`config.mk`:
```
export PLATFORM = sky130hd
export DESIGN_NAME = dul_top
export DESIGN_NICKNAME = d
export VERILOG_FILES = /design/src/dul_pkg.sv /design/src/dul_buf.sv /design/src/dul_sync.sv /design/src/dul_top.sv
export SDC_FILE = /design/constraint.sdc
export NUM_CORES = 1
export LEC_CHECK = 0
export BUFFER_PORTS_ARGS = -buffer_cell sky130_fd_sc_hd__buf_2
export CAP_MARGIN = 20
export CORE_AREA = 3 3 98 100
export CTS_BUF_LIST = sky130_fd_sc_hd__clkbuf_8 sky130_fd_sc_hd__clkbuf_16
export CTS_CLUSTER_DIAMETER = 40
export DETAILED_ROUTE_END_ITERATION = 7
export DIE_AREA = 0 0 101 103
export HOLD_SLACK_MARGIN = 0.12
export PLACE_DENSITY_LB_ADDON = 0.05
export SETUP_SLACK_MARGIN = 0.15
export SYNTH_ARGS = -nofsm -noshare
export SYNTH_HDL_FRONTEND = slang
export SYNTH_SLANG_ARGS = --single-unit
```
`constraint.sdc`:
```
create_clock -name i_ref_clk -period 3.6 [get_ports i_ref_clk]
set_clock_uncertainty 0.1 [all_clocks]
set_input_delay 0 -clock i_ref_clk [delete_from_list [all_inputs] [get_ports i_ref_clk]]
set_output_delay 0 -clock i_ref_clk [all_outputs]
set_load 0.1 [all_outputs]
```
`src/dul_pkg.sv`:
```
package dul_pkg;

	localparam int unsigned NUM_CH          = 2;
	localparam int unsigned DATA_W          = 8;
	localparam int unsigned MCR_IR_BIT      = 6;
	localparam int unsigned FEATURE_CONTROL_REG_RXPOL_BIT  = 4;
	localparam logic        TX_IDLE_NORMAL  = 1'b1;
	localparam logic        TX_IDLE_IR      = 1'b0;
	localparam logic        RX_IDLE_NORMAL  = 1'b1;
	localparam logic        RX_IDLE_IR      = 1'b0;
	localparam logic        MODEM_OUT_RST   = 1'b1;
	localparam logic [7:0]  MCR_RST         = 8'h00;
	localparam logic [7:0]  FEATURE_CONTROL_REG_RST        = 8'h00;
	localparam logic [3:0]  BAUD_DIV_RST    = 4'hf;
	localparam logic [3:0]  BIT_CNT_LAST    = 4'h9;
	localparam logic [3:0]  SAMPLE_HALF     = 4'h7;
	localparam logic [3:0]  SAMPLE_LAST     = 4'hf;
	localparam int unsigned BUF_DEPTH       = 2;

	typedef struct packed {
		logic rts_n;
		logic dtr_n;
	} dul_modem_out_type;

	typedef struct packed {
		logic cts_n;
		logic dsr_n;
		logic cd_n;
		logic ri_n;
	} dul_modem_in_type;

	typedef struct packed {
		logic       valid;
		logic [DATA_W-1:0] data;
	} dul_word_type;

	typedef enum logic [1:0] {
		TX_IDLE  = 2'b00,
		TX_START = 2'b01,
		TX_DATA  = 2'b10,
		TX_STOP  = 2'b11
	} dul_tx_state_type;

endpackage : dul_pkg

```
`src/dul_buf.sv`:
```
`timescale 1ns/100ps
module dul_buf (
	input  wire logic                      i_ref_clk,
	input  wire logic                      i_rst,
	input  wire logic                      i_in_valid,
	input  wire logic [dul_pkg::DATA_W-1:0] i_in_data,
	output logic                           o_in_ready,
	output logic                           o_out_valid,
	output logic      [dul_pkg::DATA_W-1:0] o_out_data,
	input  wire logic                      i_out_ready
);
	import dul_pkg::*;

	typedef struct packed {
		dul_word_type [BUF_DEPTH-1:0] slot;
		logic                         wr_idx;
		logic                         rd_idx;
	} dul_buf_state_type;

	dul_buf_state_type state_ff;
	dul_buf_state_type nxt_state;
	logic              push;
	logic              pop;

	assign o_in_ready  = !state_ff.slot[state_ff.wr_idx].valid;
	assign o_out_valid = state_ff.slot[state_ff.rd_idx].valid;
	assign o_out_data  = state_ff.slot[state_ff.rd_idx].data;
	assign push        = i_in_valid && o_in_ready;
	assign pop         = o_out_valid && i_out_ready;

	always_comb begin
		nxt_state = state_ff;
		if (pop) begin
			nxt_state.slot[state_ff.rd_idx].valid = 1'b0;
			nxt_state.rd_idx = !state_ff.rd_idx;
		end
		if (push) begin
			nxt_state.slot[state_ff.wr_idx].valid = 1'b1;
			nxt_state.slot[state_ff.wr_idx].data  = i_in_data;
			nxt_state.wr_idx = !state_ff.wr_idx;
		end
	end

	always_ff @(posedge i_ref_clk or posedge i_rst) begin
		if (i_rst) begin
			state_ff <= '0;
		end else begin
			state_ff <= nxt_state;
		end
	end

endmodule : dul_buf

```
`src/dul_sync.sv`:
```
`timescale 1ns/100ps
module dul_sync (
	input  wire logic       i_ref_clk,
	input  wire logic       i_rst,
	input  wire logic       i_rst_val,
	input  wire logic [4:0] i_async,
	output logic      [4:0] o_sync
);
	import dul_pkg::*;

	typedef struct packed {
		logic [4:0] stage1;
		logic [4:0] stage2;
	} dul_sync_state_type;

	dul_sync_state_type state_ff;
	dul_sync_state_type nxt_state;

	always_comb begin
		nxt_state        = state_ff;
		nxt_state.stage1 = i_async;
		nxt_state.stage2 = state_ff.stage1;
	end

	// reset to idle-high pin level, constant
	always_ff @(posedge i_ref_clk or posedge i_rst) begin
		if (i_rst) begin
			state_ff <= '1;
		end else begin
			state_ff <= nxt_state;
		end
	end

	assign o_sync = state_ff.stage2;

	logic unused_rst_val;
	assign unused_rst_val = i_rst_val;

endmodule : dul_sync

```
`src/dul_top.sv`:
```
// Functional notes
// - in normal mode each transmit line rests high whenever no character is sent.
// - in infrared mode each transmit line rests low while idle so no pulses go out.
// - in infrared mode feature bit 4 clear makes a low receive level mark, set makes it space.
// - each channel drives an active-low send request output usable as a plain output.
// - each channel drives an active-low terminal ready output usable as a plain output.
// - each channel samples an active-low clear-to-send input, also readable as plain input.
// - each channel samples an active-low set-ready input, also readable as plain input.
// - each channel samples an active-low carrier detect input, also readable as plain input.
// - each channel samples an active-low ring input, also readable as plain input.
// - two independent identical channels 0 and 1 each have full pin sets.
// - the infrared strap is sampled at reset release and sets modem control bit 6 in both.
`timescale 1ns/100ps
module dul_top (
	input  wire logic                       i_ref_clk,
	input  wire logic                       i_rst,
	input  wire logic                       i_infrared_strap_pin,
	input  wire logic [1:0]                 i_ir_mode_wr,
	input  wire logic [1:0]                 i_ir_mode_val,
	input  wire logic [1:0]                 i_rx_pol_invert,
	input  wire logic [1:0]                 i_send_request_on,
	input  wire logic [1:0]                 i_terminal_ready_on,
	input  wire logic [1:0]                 i_tx_valid,
	input  wire logic [dul_pkg::DATA_W-1:0] i_tx_data_ch0,
	input  wire logic [dul_pkg::DATA_W-1:0] i_tx_data_ch1,
	output logic      [1:0]                 o_tx_ready,
	input  wire logic                       i_serial_in_ch0,
	input  wire logic                       i_serial_in_ch1,
	input  wire logic                       i_clear_to_send_n_ch0,
	input  wire logic                       i_clear_to_send_n_ch1,
	input  wire logic                       i_set_ready_n_ch0,
	input  wire logic                       i_set_ready_n_ch1,
	input  wire logic                       i_carrier_detect_n_ch0,
	input  wire logic                       i_carrier_detect_n_ch1,
	input  wire logic                       i_ring_indicator_n_ch0,
	input  wire logic                       i_ring_indicator_n_ch1,
	output logic                            o_serial_out_ch0,
	output logic                            o_serial_out_ch1,
	output logic                            o_send_request_n_ch0,
	output logic                            o_send_request_n_ch1,
	output logic                            o_terminal_ready_n_ch0,
	output logic                            o_terminal_ready_n_ch1,
	output logic      [1:0]                 o_ir_mode,
	output logic      [1:0]                 o_rx_mark,
	output logic      [1:0]                 o_clear_to_send,
	output logic      [1:0]                 o_set_ready,
	output logic      [1:0]                 o_carrier_detect,
	output logic      [1:0]                 o_ring_indicator,
	output logic      [3:0]                 o_gpin_ch0,
	output logic      [3:0]                 o_gpin_ch1
);
	import dul_pkg::*;

	////////////////////////////////////////////////////////////////////////
	// per-channel state

	typedef struct packed {
		logic [7:0]        modem_ctrl_reg;
		logic [7:0]        feature_control_reg;
		dul_tx_state_type  tx_state;
		logic [3:0]        baud_cnt;
		logic [3:0]        bit_cnt;
		logic [DATA_W-1:0] shift;
		logic              tx_line;
		dul_modem_out_type mout;
		dul_modem_in_type  min;
		logic              rx_mark;
	} dul_ch_type;

	typedef struct packed {
		logic                    strap_pending;
		dul_ch_type [NUM_CH-1:0] ch;
	} dul_state_type;

	dul_state_type state_ff;
	dul_state_type nxt_state;

	logic [NUM_CH-1:0][4:0]        pin_raw;
	logic [NUM_CH-1:0][4:0]        pin_sync;
	logic [NUM_CH-1:0][DATA_W-1:0] tx_data_in;
	logic [NUM_CH-1:0][DATA_W-1:0] buf_data;
	logic [NUM_CH-1:0]             buf_valid;
	logic [NUM_CH-1:0]             buf_take;

	assign tx_data_in[0] = i_tx_data_ch0;
	assign tx_data_in[1] = i_tx_data_ch1;
	assign pin_raw[0] = {i_serial_in_ch0, i_clear_to_send_n_ch0, i_set_ready_n_ch0,
		i_carrier_detect_n_ch0, i_ring_indicator_n_ch0};
	assign pin_raw[1] = {i_serial_in_ch1, i_clear_to_send_n_ch1, i_set_ready_n_ch1,
		i_carrier_detect_n_ch1, i_ring_indicator_n_ch1};

	////////////////////////////////////////////////////////////////////////
	// synchronisers and transmit buffers

	generate
		for (genvar c = 0; c < NUM_CH; c++) begin : g_ch
			dul_sync u_sync (
				.i_ref_clk (i_ref_clk),
				.i_rst     (i_rst),
				.i_rst_val (1'b1),
				.i_async   (pin_raw[c]),
				.o_sync    (pin_sync[c])
			);
			dul_buf u_buf (
				.i_ref_clk   (i_ref_clk),
				.i_rst       (i_rst),
				.i_in_valid  (i_tx_valid[c]),
				.i_in_data   (tx_data_in[c]),
				.o_in_ready  (o_tx_ready[c]),
				.o_out_valid (buf_valid[c]),
				.o_out_data  (buf_data[c]),
				.i_out_ready (buf_take[c])
			);
		end
	endgenerate

	function automatic logic idle_level(input logic ir);
		idle_level = ir ? TX_IDLE_IR : TX_IDLE_NORMAL;
	endfunction : idle_level

	////////////////////////////////////////////////////////////////////////
	// next state

	always_comb begin
		logic ir;
		logic data_bit;
		logic rx_lvl;
		ir        = 1'b0;
		data_bit  = 1'b0;
		rx_lvl    = 1'b0;
		nxt_state = state_ff;
		buf_take  = '0;
		nxt_state.strap_pending = 1'b0;
		for (int c = 0; c < NUM_CH; c++) begin
			if (state_ff.strap_pending) begin
				nxt_state.ch[c].modem_ctrl_reg[MCR_IR_BIT] = i_infrared_strap_pin;
			end else if (i_ir_mode_wr[c]) begin
				nxt_state.ch[c].modem_ctrl_reg[MCR_IR_BIT] = i_ir_mode_val[c];
			end
			nxt_state.ch[c].feature_control_reg[FEATURE_CONTROL_REG_RXPOL_BIT] = i_rx_pol_invert[c];
			ir = state_ff.ch[c].modem_ctrl_reg[MCR_IR_BIT];

			nxt_state.ch[c].mout.rts_n = !i_send_request_on[c];
			nxt_state.ch[c].mout.dtr_n = !i_terminal_ready_on[c];
			nxt_state.ch[c].min = {pin_sync[c][3], pin_sync[c][2],
				pin_sync[c][1], pin_sync[c][0]};

			rx_lvl = pin_sync[c][4];
			if (ir) begin
				// polarity bit clear: low is mark
				nxt_state.ch[c].rx_mark = state_ff.ch[c].feature_control_reg[FEATURE_CONTROL_REG_RXPOL_BIT]
					? rx_lvl : !rx_lvl;
			end else begin
				nxt_state.ch[c].rx_mark = rx_lvl;
			end

			// infrared: a one bit leaves the line at its resting low
			nxt_state.ch[c].baud_cnt = state_ff.ch[c].baud_cnt - 4'h1;
			unique case (state_ff.ch[c].tx_state)
				TX_IDLE: begin
					nxt_state.ch[c].tx_line = idle_level(ir);
					if (buf_valid[c]) begin
						buf_take[c] = 1'b1;
						nxt_state.ch[c].shift    = buf_data[c];
						nxt_state.ch[c].baud_cnt = BAUD_DIV_RST;
						nxt_state.ch[c].tx_state = TX_START;
					end
				end
				TX_START: begin
					nxt_state.ch[c].tx_line = ir ? (state_ff.ch[c].baud_cnt > SAMPLE_HALF)
						: 1'b0;
					if (state_ff.ch[c].baud_cnt == 4'h0) begin
						nxt_state.ch[c].bit_cnt  = 4'h0;
						nxt_state.ch[c].tx_state = TX_DATA;
					end
				end
				TX_DATA: begin
					data_bit = state_ff.ch[c].shift[0];
					nxt_state.ch[c].tx_line = ir ?
						(!data_bit && state_ff.ch[c].baud_cnt > SAMPLE_HALF) : data_bit;
					if (state_ff.ch[c].baud_cnt == 4'h0) begin
						nxt_state.ch[c].shift   = state_ff.ch[c].shift >> 1;
						nxt_state.ch[c].bit_cnt = state_ff.ch[c].bit_cnt + 4'h1;
						if (state_ff.ch[c].bit_cnt == 4'(DATA_W - 1)) begin
							nxt_state.ch[c].tx_state = TX_STOP;
						end
					end
				end
				TX_STOP: begin
					nxt_state.ch[c].tx_line = idle_level(ir);
					if (state_ff.ch[c].baud_cnt == 4'h0) begin
						nxt_state.ch[c].tx_state = TX_IDLE;
					end
				end
			endcase
		end
	end

	always_ff @(posedge i_ref_clk or posedge i_rst) begin
		if (i_rst) begin
			state_ff <= '0;
			state_ff.strap_pending <= 1'b1;
			for (int c = 0; c < NUM_CH; c++) begin
				state_ff.ch[c].modem_ctrl_reg      <= MCR_RST;
				state_ff.ch[c].feature_control_reg <= FEATURE_CONTROL_REG_RST;
				state_ff.ch[c].tx_state            <= TX_IDLE;
				state_ff.ch[c].tx_line             <= TX_IDLE_NORMAL;
				state_ff.ch[c].mout                <= '1;
				state_ff.ch[c].min                 <= '1;
				state_ff.ch[c].rx_mark             <= 1'b1;
			end
		end else begin
			state_ff <= nxt_state;
		end
	end

	////////////////////////////////////////////////////////////////////////
	// outputs, all from flip-flops

	assign o_serial_out_ch0       = state_ff.ch[0].tx_line;
	assign o_serial_out_ch1       = state_ff.ch[1].tx_line;
	assign o_send_request_n_ch0   = state_ff.ch[0].mout.rts_n;
	assign o_send_request_n_ch1   = state_ff.ch[1].mout.rts_n;
	assign o_terminal_ready_n_ch0 = state_ff.ch[0].mout.dtr_n;
	assign o_terminal_ready_n_ch1 = state_ff.ch[1].mout.dtr_n;
	assign o_gpin_ch0             = state_ff.ch[0].min;
	assign o_gpin_ch1             = state_ff.ch[1].min;

	generate
		for (genvar c = 0; c < NUM_CH; c++) begin : g_out
			assign o_ir_mode[c]        = state_ff.ch[c].modem_ctrl_reg[MCR_IR_BIT];
			assign o_rx_mark[c]        = state_ff.ch[c].rx_mark;
			assign o_clear_to_send[c]  = !state_ff.ch[c].min.cts_n;
			assign o_set_ready[c]      = !state_ff.ch[c].min.dsr_n;
			assign o_carrier_detect[c] = !state_ff.ch[c].min.cd_n;
			assign o_ring_indicator[c] = !state_ff.ch[c].min.ri_n;
		end
	endgenerate

endmodule : dul_top

```
* Yosys cells after proc, flatten, opt, wreduce, memory -nomap -nowiden *
Index checks and enable logic that the tools add are counted.

storage, ports and cells
  register bits after elaboration = 117
  logic and storage cells = 201
  output and inout port bits = 28

operators by class
  equality and inequality tests = 18
  order comparisons = 10
  multiplexer cells = 74
  add/sub/neg operators = 4
  reduce and logical (&&, ||, !) cells = 50

operators by type and width
  cell                 number
  $bwmux 18            6
  $mux 9               12
  $demux 9 s1          6
  $mux 19              2
  $mux 18              2
  $mux 8               4
  $pmux 8 s2           2
  $mux 12              2
  $logic_not 1->1      22
  $mux 1               18
  $mux 2               8
  $mux 4               4
  $ne 2x2->1 const B   8
  $pmux 2 s4           2
  $pmux 4 s2           2
  $mux 6               2
  $reduce_and 3->1     4
  $reduce_bool 2->1    6
  $logic_and 1x1->1    10
  $reduce_and 5->1     2
  $add 4x1->4 const B  2
  $eq 2x2->1 const B   4
  $eq 4x3->1 const B   2
  $gt 4x3->1 const B   2
  other kinds (9)      22

* Depth between registers and ports, before layout *
  word-level depth = 9
  gate-level depth with buffers = 7
  depth with buffers taken out = 5

* By module *
From an unflattened synthesis, not the netlist that was laid out.

unflattened totals
  cell total of the unflattened synthesis = 380
  area total of the unflattened synthesis = 5163.7 um^2

by module, submodules not included
  module                    cells each  times used  area an instance (um^2)
  dul_top                   240         1           2815.2
  dul_buf at g_ch[0].u_buf  59          1           928.4
  dul_buf at g_ch[1].u_buf  59          1           887.1
  dul_sync                  11          2           266.5

* Least setup slack after synthesis *
No wires, ideal clock.

  path type = flip-flop to flip-flop
  start = register state_ff[24] (netlist name)
  end = register state_ff[25] (netlist name)
  setup slack = 1.505 ns
  clock period less this slack = 2.095 ns
  cell stages (with the launch flop) = 7
  arrival = 1.868 ns
  data required time = 3.373 ns
  buffers on the path = 1
  library setup time = 0.127 ns
  path through = dfrtp_1 -> inv_1 -> ha_1 -> buf_6 -> or3_4 -> a222oi_1 -> mux2_1

on the way
  cells in the longest elaborated chain, start to end = 3
  elaborated cells between the ends (all ways) = 11
  those cells by class = eq/ne (8); mux (1); reduce/logical (2)

RTL lines
  what                                                       RTL line        source
  from (decl)                                                dul_top.sv:75   dul_state_type state_ff;
  from (signal assigned)                                     dul_top.sv:213  state_ff <= nxt_state;
  $eq 2x2->1 (tied with other cells)                         dul_top.sv:159  unique case (state_ff.ch[c].tx_state)
  $ne 2x2->1 (no source line) or $ne 2x1->1 (tied branches)  --
  $reduce_and 5->1 (no source line)                          --

Parallel ways exist; a longest one is shown, timed or not.
A chain may end at the register's enable or synchronous reset.

* Worst setup path after layout *
Same ends and word-level chain as after synthesis.

==> flow_summary.html <==
<table>
<tr><th>Metric</th><th>Value</th></tr>
<tr><th colspan="2">Outcome</th></tr>
<tr><td>Result of the run</td><td>completed</td></tr>
<tr><th colspan="2">GRT</th></tr>
<tr><td>Via count of the first global-routing pass</td><td>3253</td></tr>
<tr><td>Global-route wire length before repair</td><td>15200 um</td></tr>
<tr><td>Initial antenna violation count</td><td>0</td></tr>
<tr><td>Remaining global-route overflow</td><td>0</td></tr>
<tr><td>Global-route usage over all layers</td><td>18.96%</td></tr>
<tr><td>Largest net degree at the start of global routing</td><td>76</td></tr>
<tr><th colspan="2">Setup path</th></tr>
<tr><td>Data required time of the critical path</td><td>3.88 ns</td></tr>
<tr><td>Cell type group with the largest total delay on the critical path</td><td>compound AO/OA/AOI/OAI gates</td></tr>
<tr><td>Crit path largest cell delay</td><td>0.48 ns</td></tr>
<tr><td>Crit end category</td><td>flop</td></tr>
<tr><td>Crit Path Max Fanout</td><td>18</td></tr>
<tr><td>Critical-path cell list</td><td>inv_1 &gt; ha_1 &gt; or3_4 &gt; a222oi_1 &gt; mux2_1</td></tr>
<tr><td>Startpoint class of the critical path</td><td>flop</td></tr>
<tr><td>Start-to-end type of the worst setup path</td><td>reg2reg</td></tr>
<tr><td>Count of buffer and inverter cells on the critical path</td><td>1</td></tr>
<tr><td>CP max-delay cell</td><td>sky130_fd_sc_hd__a222oi_1</td></tr>
<tr><td>CP arrival</td><td>2.75 ns</td></tr>
<tr><th colspan="2">STA</th></tr>
<tr><td>Unrepaired setup endpoints after global routing</td><td>false</td></tr>
<tr><td># setup viols final</td><td>0</td></tr>
<tr><td>Pin slew with the least headroom to its limit</td><td>0.8846 ns</td></tr>
<tr><td>Final clock period utilization by the worst path</td><td>68.53%</td></tr>
<tr><td>Fmax achieved</td><td>405.3 MHz</td></tr>
<tr><td>Number of hold violations in the final report</td><td>0</td></tr>
<tr><td>Fin crit period</td><td>2.467 ns</td></tr>
<tr><td>Aggregate negative setup slack</td><td>0 ns</td></tr>
<tr><td>Max_slew headroom</td><td>41.03%</td></tr>
<tr><td>Final Slew Violations</td><td>0</td></tr>
<tr><th colspan="2">Finish</th></tr>
<tr><td>Number of inserted diodes</td><td>0</td></tr>
<tr><td>Fin util</td><td>74.07%</td></tr>
<tr><td>Fill cell total of the finished layout</td><td>581</td></tr>
<tr><td>Post-layout net count</td><td>553</td></tr>
<tr><td>Fraction of final layout cells sized beyond drive strength 1</td><td>36.86%</td></tr>
<tr><td>Synthesis-to-layout area growth</td><td>31.11%</td></tr>
<tr><th colspan="2">Detailed routing</th></tr>
<tr><td>Initial detailed-routing violation count</td><td>127</td></tr>
<tr><td>Mean number of vias per cell</td><td>5.162</td></tr>
<tr><td>Wire length after detailed routing</td><td>9107 um</td></tr>
<tr><td>Per-cell routed wire length</td><td>14.74 um</td></tr>
<tr><td>Via Count</td><td>3190</td></tr>
<tr><td>Pre-antenna DRT Iters</td><td>4</td></tr>
<tr><td>Residual DRC</td><td>0</td></tr>
<tr><td>Routed Antenna Nets</td><td>0</td></tr>
<tr><th colspan="2">Synthesis</th></tr>
<tr><td>Ys flop type</td><td>sky130_fd_sc_hd__dfrtp_1</td></tr>
<tr><td>Net count after synthesis</td><td>431</td></tr>
<tr><td>Number of distinct library cells after synthesis</td><td>48</td></tr>
<tr><td>Sequential share of the synthesized area</td><td>60.07%</td></tr>
<tr><td>Mean instance size in the synthesized netlist</td><td>13.20 um^2</td></tr>
<tr><td>Synthesis-stage register bit count</td><td>117</td></tr>
<tr><td>Post-synth design cell area</td><td>4951 um^2</td></tr>
<tr><td>YS warnings</td><td>0</td></tr>
<tr><td>Synth Instances</td><td>375</td></tr>
<tr><td>Synth async-reset ratio</td><td>100.0%</td></tr>
<tr><td>Number of enable flip-flop cells after synthesis</td><td>0</td></tr>
<tr><th colspan="2">Flow run</th></tr>
<tr><td>Number of maximum-capacitance violations</td><td>0</td></tr>
<tr><th colspan="2">Hold path</th></tr>
<tr><td>Path type of the worst min-delay path</td><td>in2async</td></tr>
<tr><th colspan="2">Clocking</th></tr>
<tr><td>Maximum number of buffers from clock root to sink</td><td>2</td></tr>
<tr><td>Clock tree sinks</td><td>117</td></tr>
<tr><td>Clock latency on the worst-skew pair</td><td>0.50 ns</td></tr>
<tr><td>Clk pin slew, worst setup/hold paths</td><td>0.06 ns</td></tr>
<tr><td>Number of H-tree levels</td><td>4</td></tr>
<tr><td>CTS Root Cell</td><td>sky130_fd_sc_hd__clkbuf_8</td></tr>
<tr><td>CTS tree</td><td>done</td></tr>
<tr><td>Number of buffers added by the clock tree synthesis step</td><td>17</td></tr>
<tr><td>Buffer count from post-CTS setup fixing</td><td>0</td></tr>
<tr><th colspan="2">Place</th></tr>
<tr><td>Placer's final routability congestion estimate</td><td>0.7791</td></tr>
<tr><td>Port Buffer Count</td><td>68</td></tr>
<tr><td>Detailed placement HPWL</td><td>5575 um</td></tr>
<tr><th colspan="2">Floorplanning</th></tr>
<tr><td>Placeable core region</td><td>8763 um^2</td></tr>
<tr><td>Num ports</td><td>69</td></tr>
<tr><td>Die width</td><td>101 um</td></tr>
<tr><td>Die Outline Area</td><td>10400 um^2</td></tr>
<tr><td>Row Count</td><td>34</td></tr>
<tr><td>Initial core utilization</td><td>56.50%</td></tr>
<tr><td>Die Ht</td><td>103 um</td></tr>
<tr><th colspan="2">Pwr</th></tr>
<tr><td>VDD IR max</td><td>0.0004973 V</td></tr>
<tr><td>Leakage power</td><td>0.003065 uW</td></tr>
<tr><td>Power Density</td><td>880.9 nW/um^2</td></tr>
</table>
cell families (layout without fill, tap and decap cells):
logic type / count (synthesis) / count (layout) / synth area share, %
buffers and inverters: 52 / 187 / 5.181
AO/OA/AOI/OAI: 54 / 54 / 8.365
flip-flops: 117 / 117 / 60.07
XOR/XNOR: 6 / 6 / 1.061
multiplexers: 64 / 64 / 14.08
AND/OR/NAND/NOR: 66 / 66 / 7.380
other: 1 / 1 / 0.07574
adder cells (fa/ha/maj): 15 / 15 / 3.791
flip-flops by register name, summed over array words and instances (netlist names):
name and cells:
g_ch.u_buf.state_ff 40, g_ch.u_sync.nxt_state 10, g_ch.u_sync.o_sync 10, o_gpin_ch0 4, o_gpin_ch1 4, o_ir_mode 2, o_rx_mark 2, o_send_request_n_ch0 1
o_send_request_n_ch1 1, o_serial_out_ch0 1, o_serial_out_ch1 1, o_terminal_ready_n_ch0 1, o_terminal_ready_n_ch1 1, state_ff 39
tightest hold or removal path, cell delays in order:
cell	delay [ns]
sky130_fd_sc_hd__dlygate4sd3_1	0.53
sky130_fd_sc_hd__buf_2	0.13
sky130_fd_sc_hd__inv_4	0.62
synthesized netlist by cell type (7+ instances only):
library cell / count / area share, %
sky130_fd_sc_hd__a22o_1: 10 / 1.8
sky130_fd_sc_hd__buf_4: 14 / 2.1
sky130_fd_sc_hd__clkbuf_1: 9 / 0.68
sky130_fd_sc_hd__dfrtp_1: 80 / 40
sky130_fd_sc_hd__dfstp_2: 37 / 20
sky130_fd_sc_hd__ha_1: 15 / 3.8
sky130_fd_sc_hd__inv_1: 24 / 1.8
sky130_fd_sc_hd__mux2_2: 43 / 9.8
sky130_fd_sc_hd__mux2i_1: 19 / 3.8
sky130_fd_sc_hd__nand2_1: 24 / 1.8
sky130_fd_sc_hd__nand2b_1: 8 / 1.0
sky130_fd_sc_hd__o21ai_0: 9 / 0.91
sky130_fd_sc_hd__o2bb2ai_1: 7 / 1.2
power by group:
| part | switching, uW | internal, uW |
|---|---|---|
| clock network | 574 | 1100 |
| registers | 335 | 1790 |
| logic | 1040 | 880 |
| total | 1950 | 3770 |
area by class of cell:
| type | instances | area (um^2) | area share (%) |
|---|---|---|---|
| Sequential cell | 117 | 2974 | 45.82 |
| Multi-Input combinational cell | 206 | 1720 | 26.50 |
| Inverter | 24 | 92.59 | 1.426 |
| Clock buffer | 21 | 491.7 | 7.575 |
| Tap cell | 108 | 135.1 | 2.082 |
| Timing Repair Buffer | 131 | 958.4 | 14.76 |
| Clock inverter | 11 | 118.9 | 1.831 |
layer usage:
metal	global-route usage (%)	up-vias	share of wire (%)
li1	-	1545	-
met1	24.12	1559	46
met2	30.58	78	49
met3	4.668	8	4.4
met4	9.305	0	0.97
met5	0	-	0
path summary, 6_finish.rpt:
check / cells after the start / end / from / slack [ns]
setup reg to reg: 5 / state_ff[25] / state_ff[24] / 1.13
hold / removal: 3 / state_ff[20] / i_rst / 0.14
hold reg to reg: 0 / o_gpin_ch1[3] / g_ch[1].u_sync.o_sync[3] / 0.25
min in group i_ref_clk: 3 / g_ch[1].u_buf.state_ff[12] / i_tx_data_ch1[1] / 0.16
setup / recovery: 5 / state_ff[25] / state_ff[24] / 1.13
max in group asynchronous: 4 / g_ch[0].u_sync.nxt_state[4] / i_rst / 2.38
through the flow:
| step | std cells | area (um^2) | hold slack (ns) | setup WS [ns] | total power (uW) |
|---|---|---|---|---|---|
| after floorplan | 375 | 4951 | -0.09552 | 0.4605 | 3650 |
| after global placement | 528 | 5300 | 0.004606 | 1.240 | 3905 |
| after detailed placement | 528 | 5300 | 0.006494 | 1.136 | 3985 |
| after CTS | 618 | 6491 | 0.1489 | 1.123 | 5776 |
| after global routing | 618 | 6491 | 0.1657 | 0.9561 | 6071 |
| final | 618 | 6491 | 0.1359 | 1.133 | 5718 |
timing repair:
item | in CTS | in global routing
resized for setup | 0 | 0
endpoints found under the setup margin | 0 | 0
endpoints found under the hold margin | 129 | 0
hold buffers | 58 | 0
cell usage in the layout, fill, tap and decap left out, types with 7 or more instances in the layout:
master,n
sky130_fd_sc_hd__a22o_1,10
sky130_fd_sc_hd__buf_2,68
sky130_fd_sc_hd__clkbuf_16,18
sky130_fd_sc_hd__dfrtp_1,80
sky130_fd_sc_hd__dfstp_2,37
sky130_fd_sc_hd__dlygate4sd3_1,58
sky130_fd_sc_hd__ha_1,15
sky130_fd_sc_hd__inv_1,24
sky130_fd_sc_hd__mux2_2,43
sky130_fd_sc_hd__mux2i_1,19
sky130_fd_sc_hd__nand2_1,24
sky130_fd_sc_hd__nand2b_1,8
sky130_fd_sc_hd__o21ai_0,9
sky130_fd_sc_hd__o2bb2ai_1,7
Power figures use the tool's default switching activity.
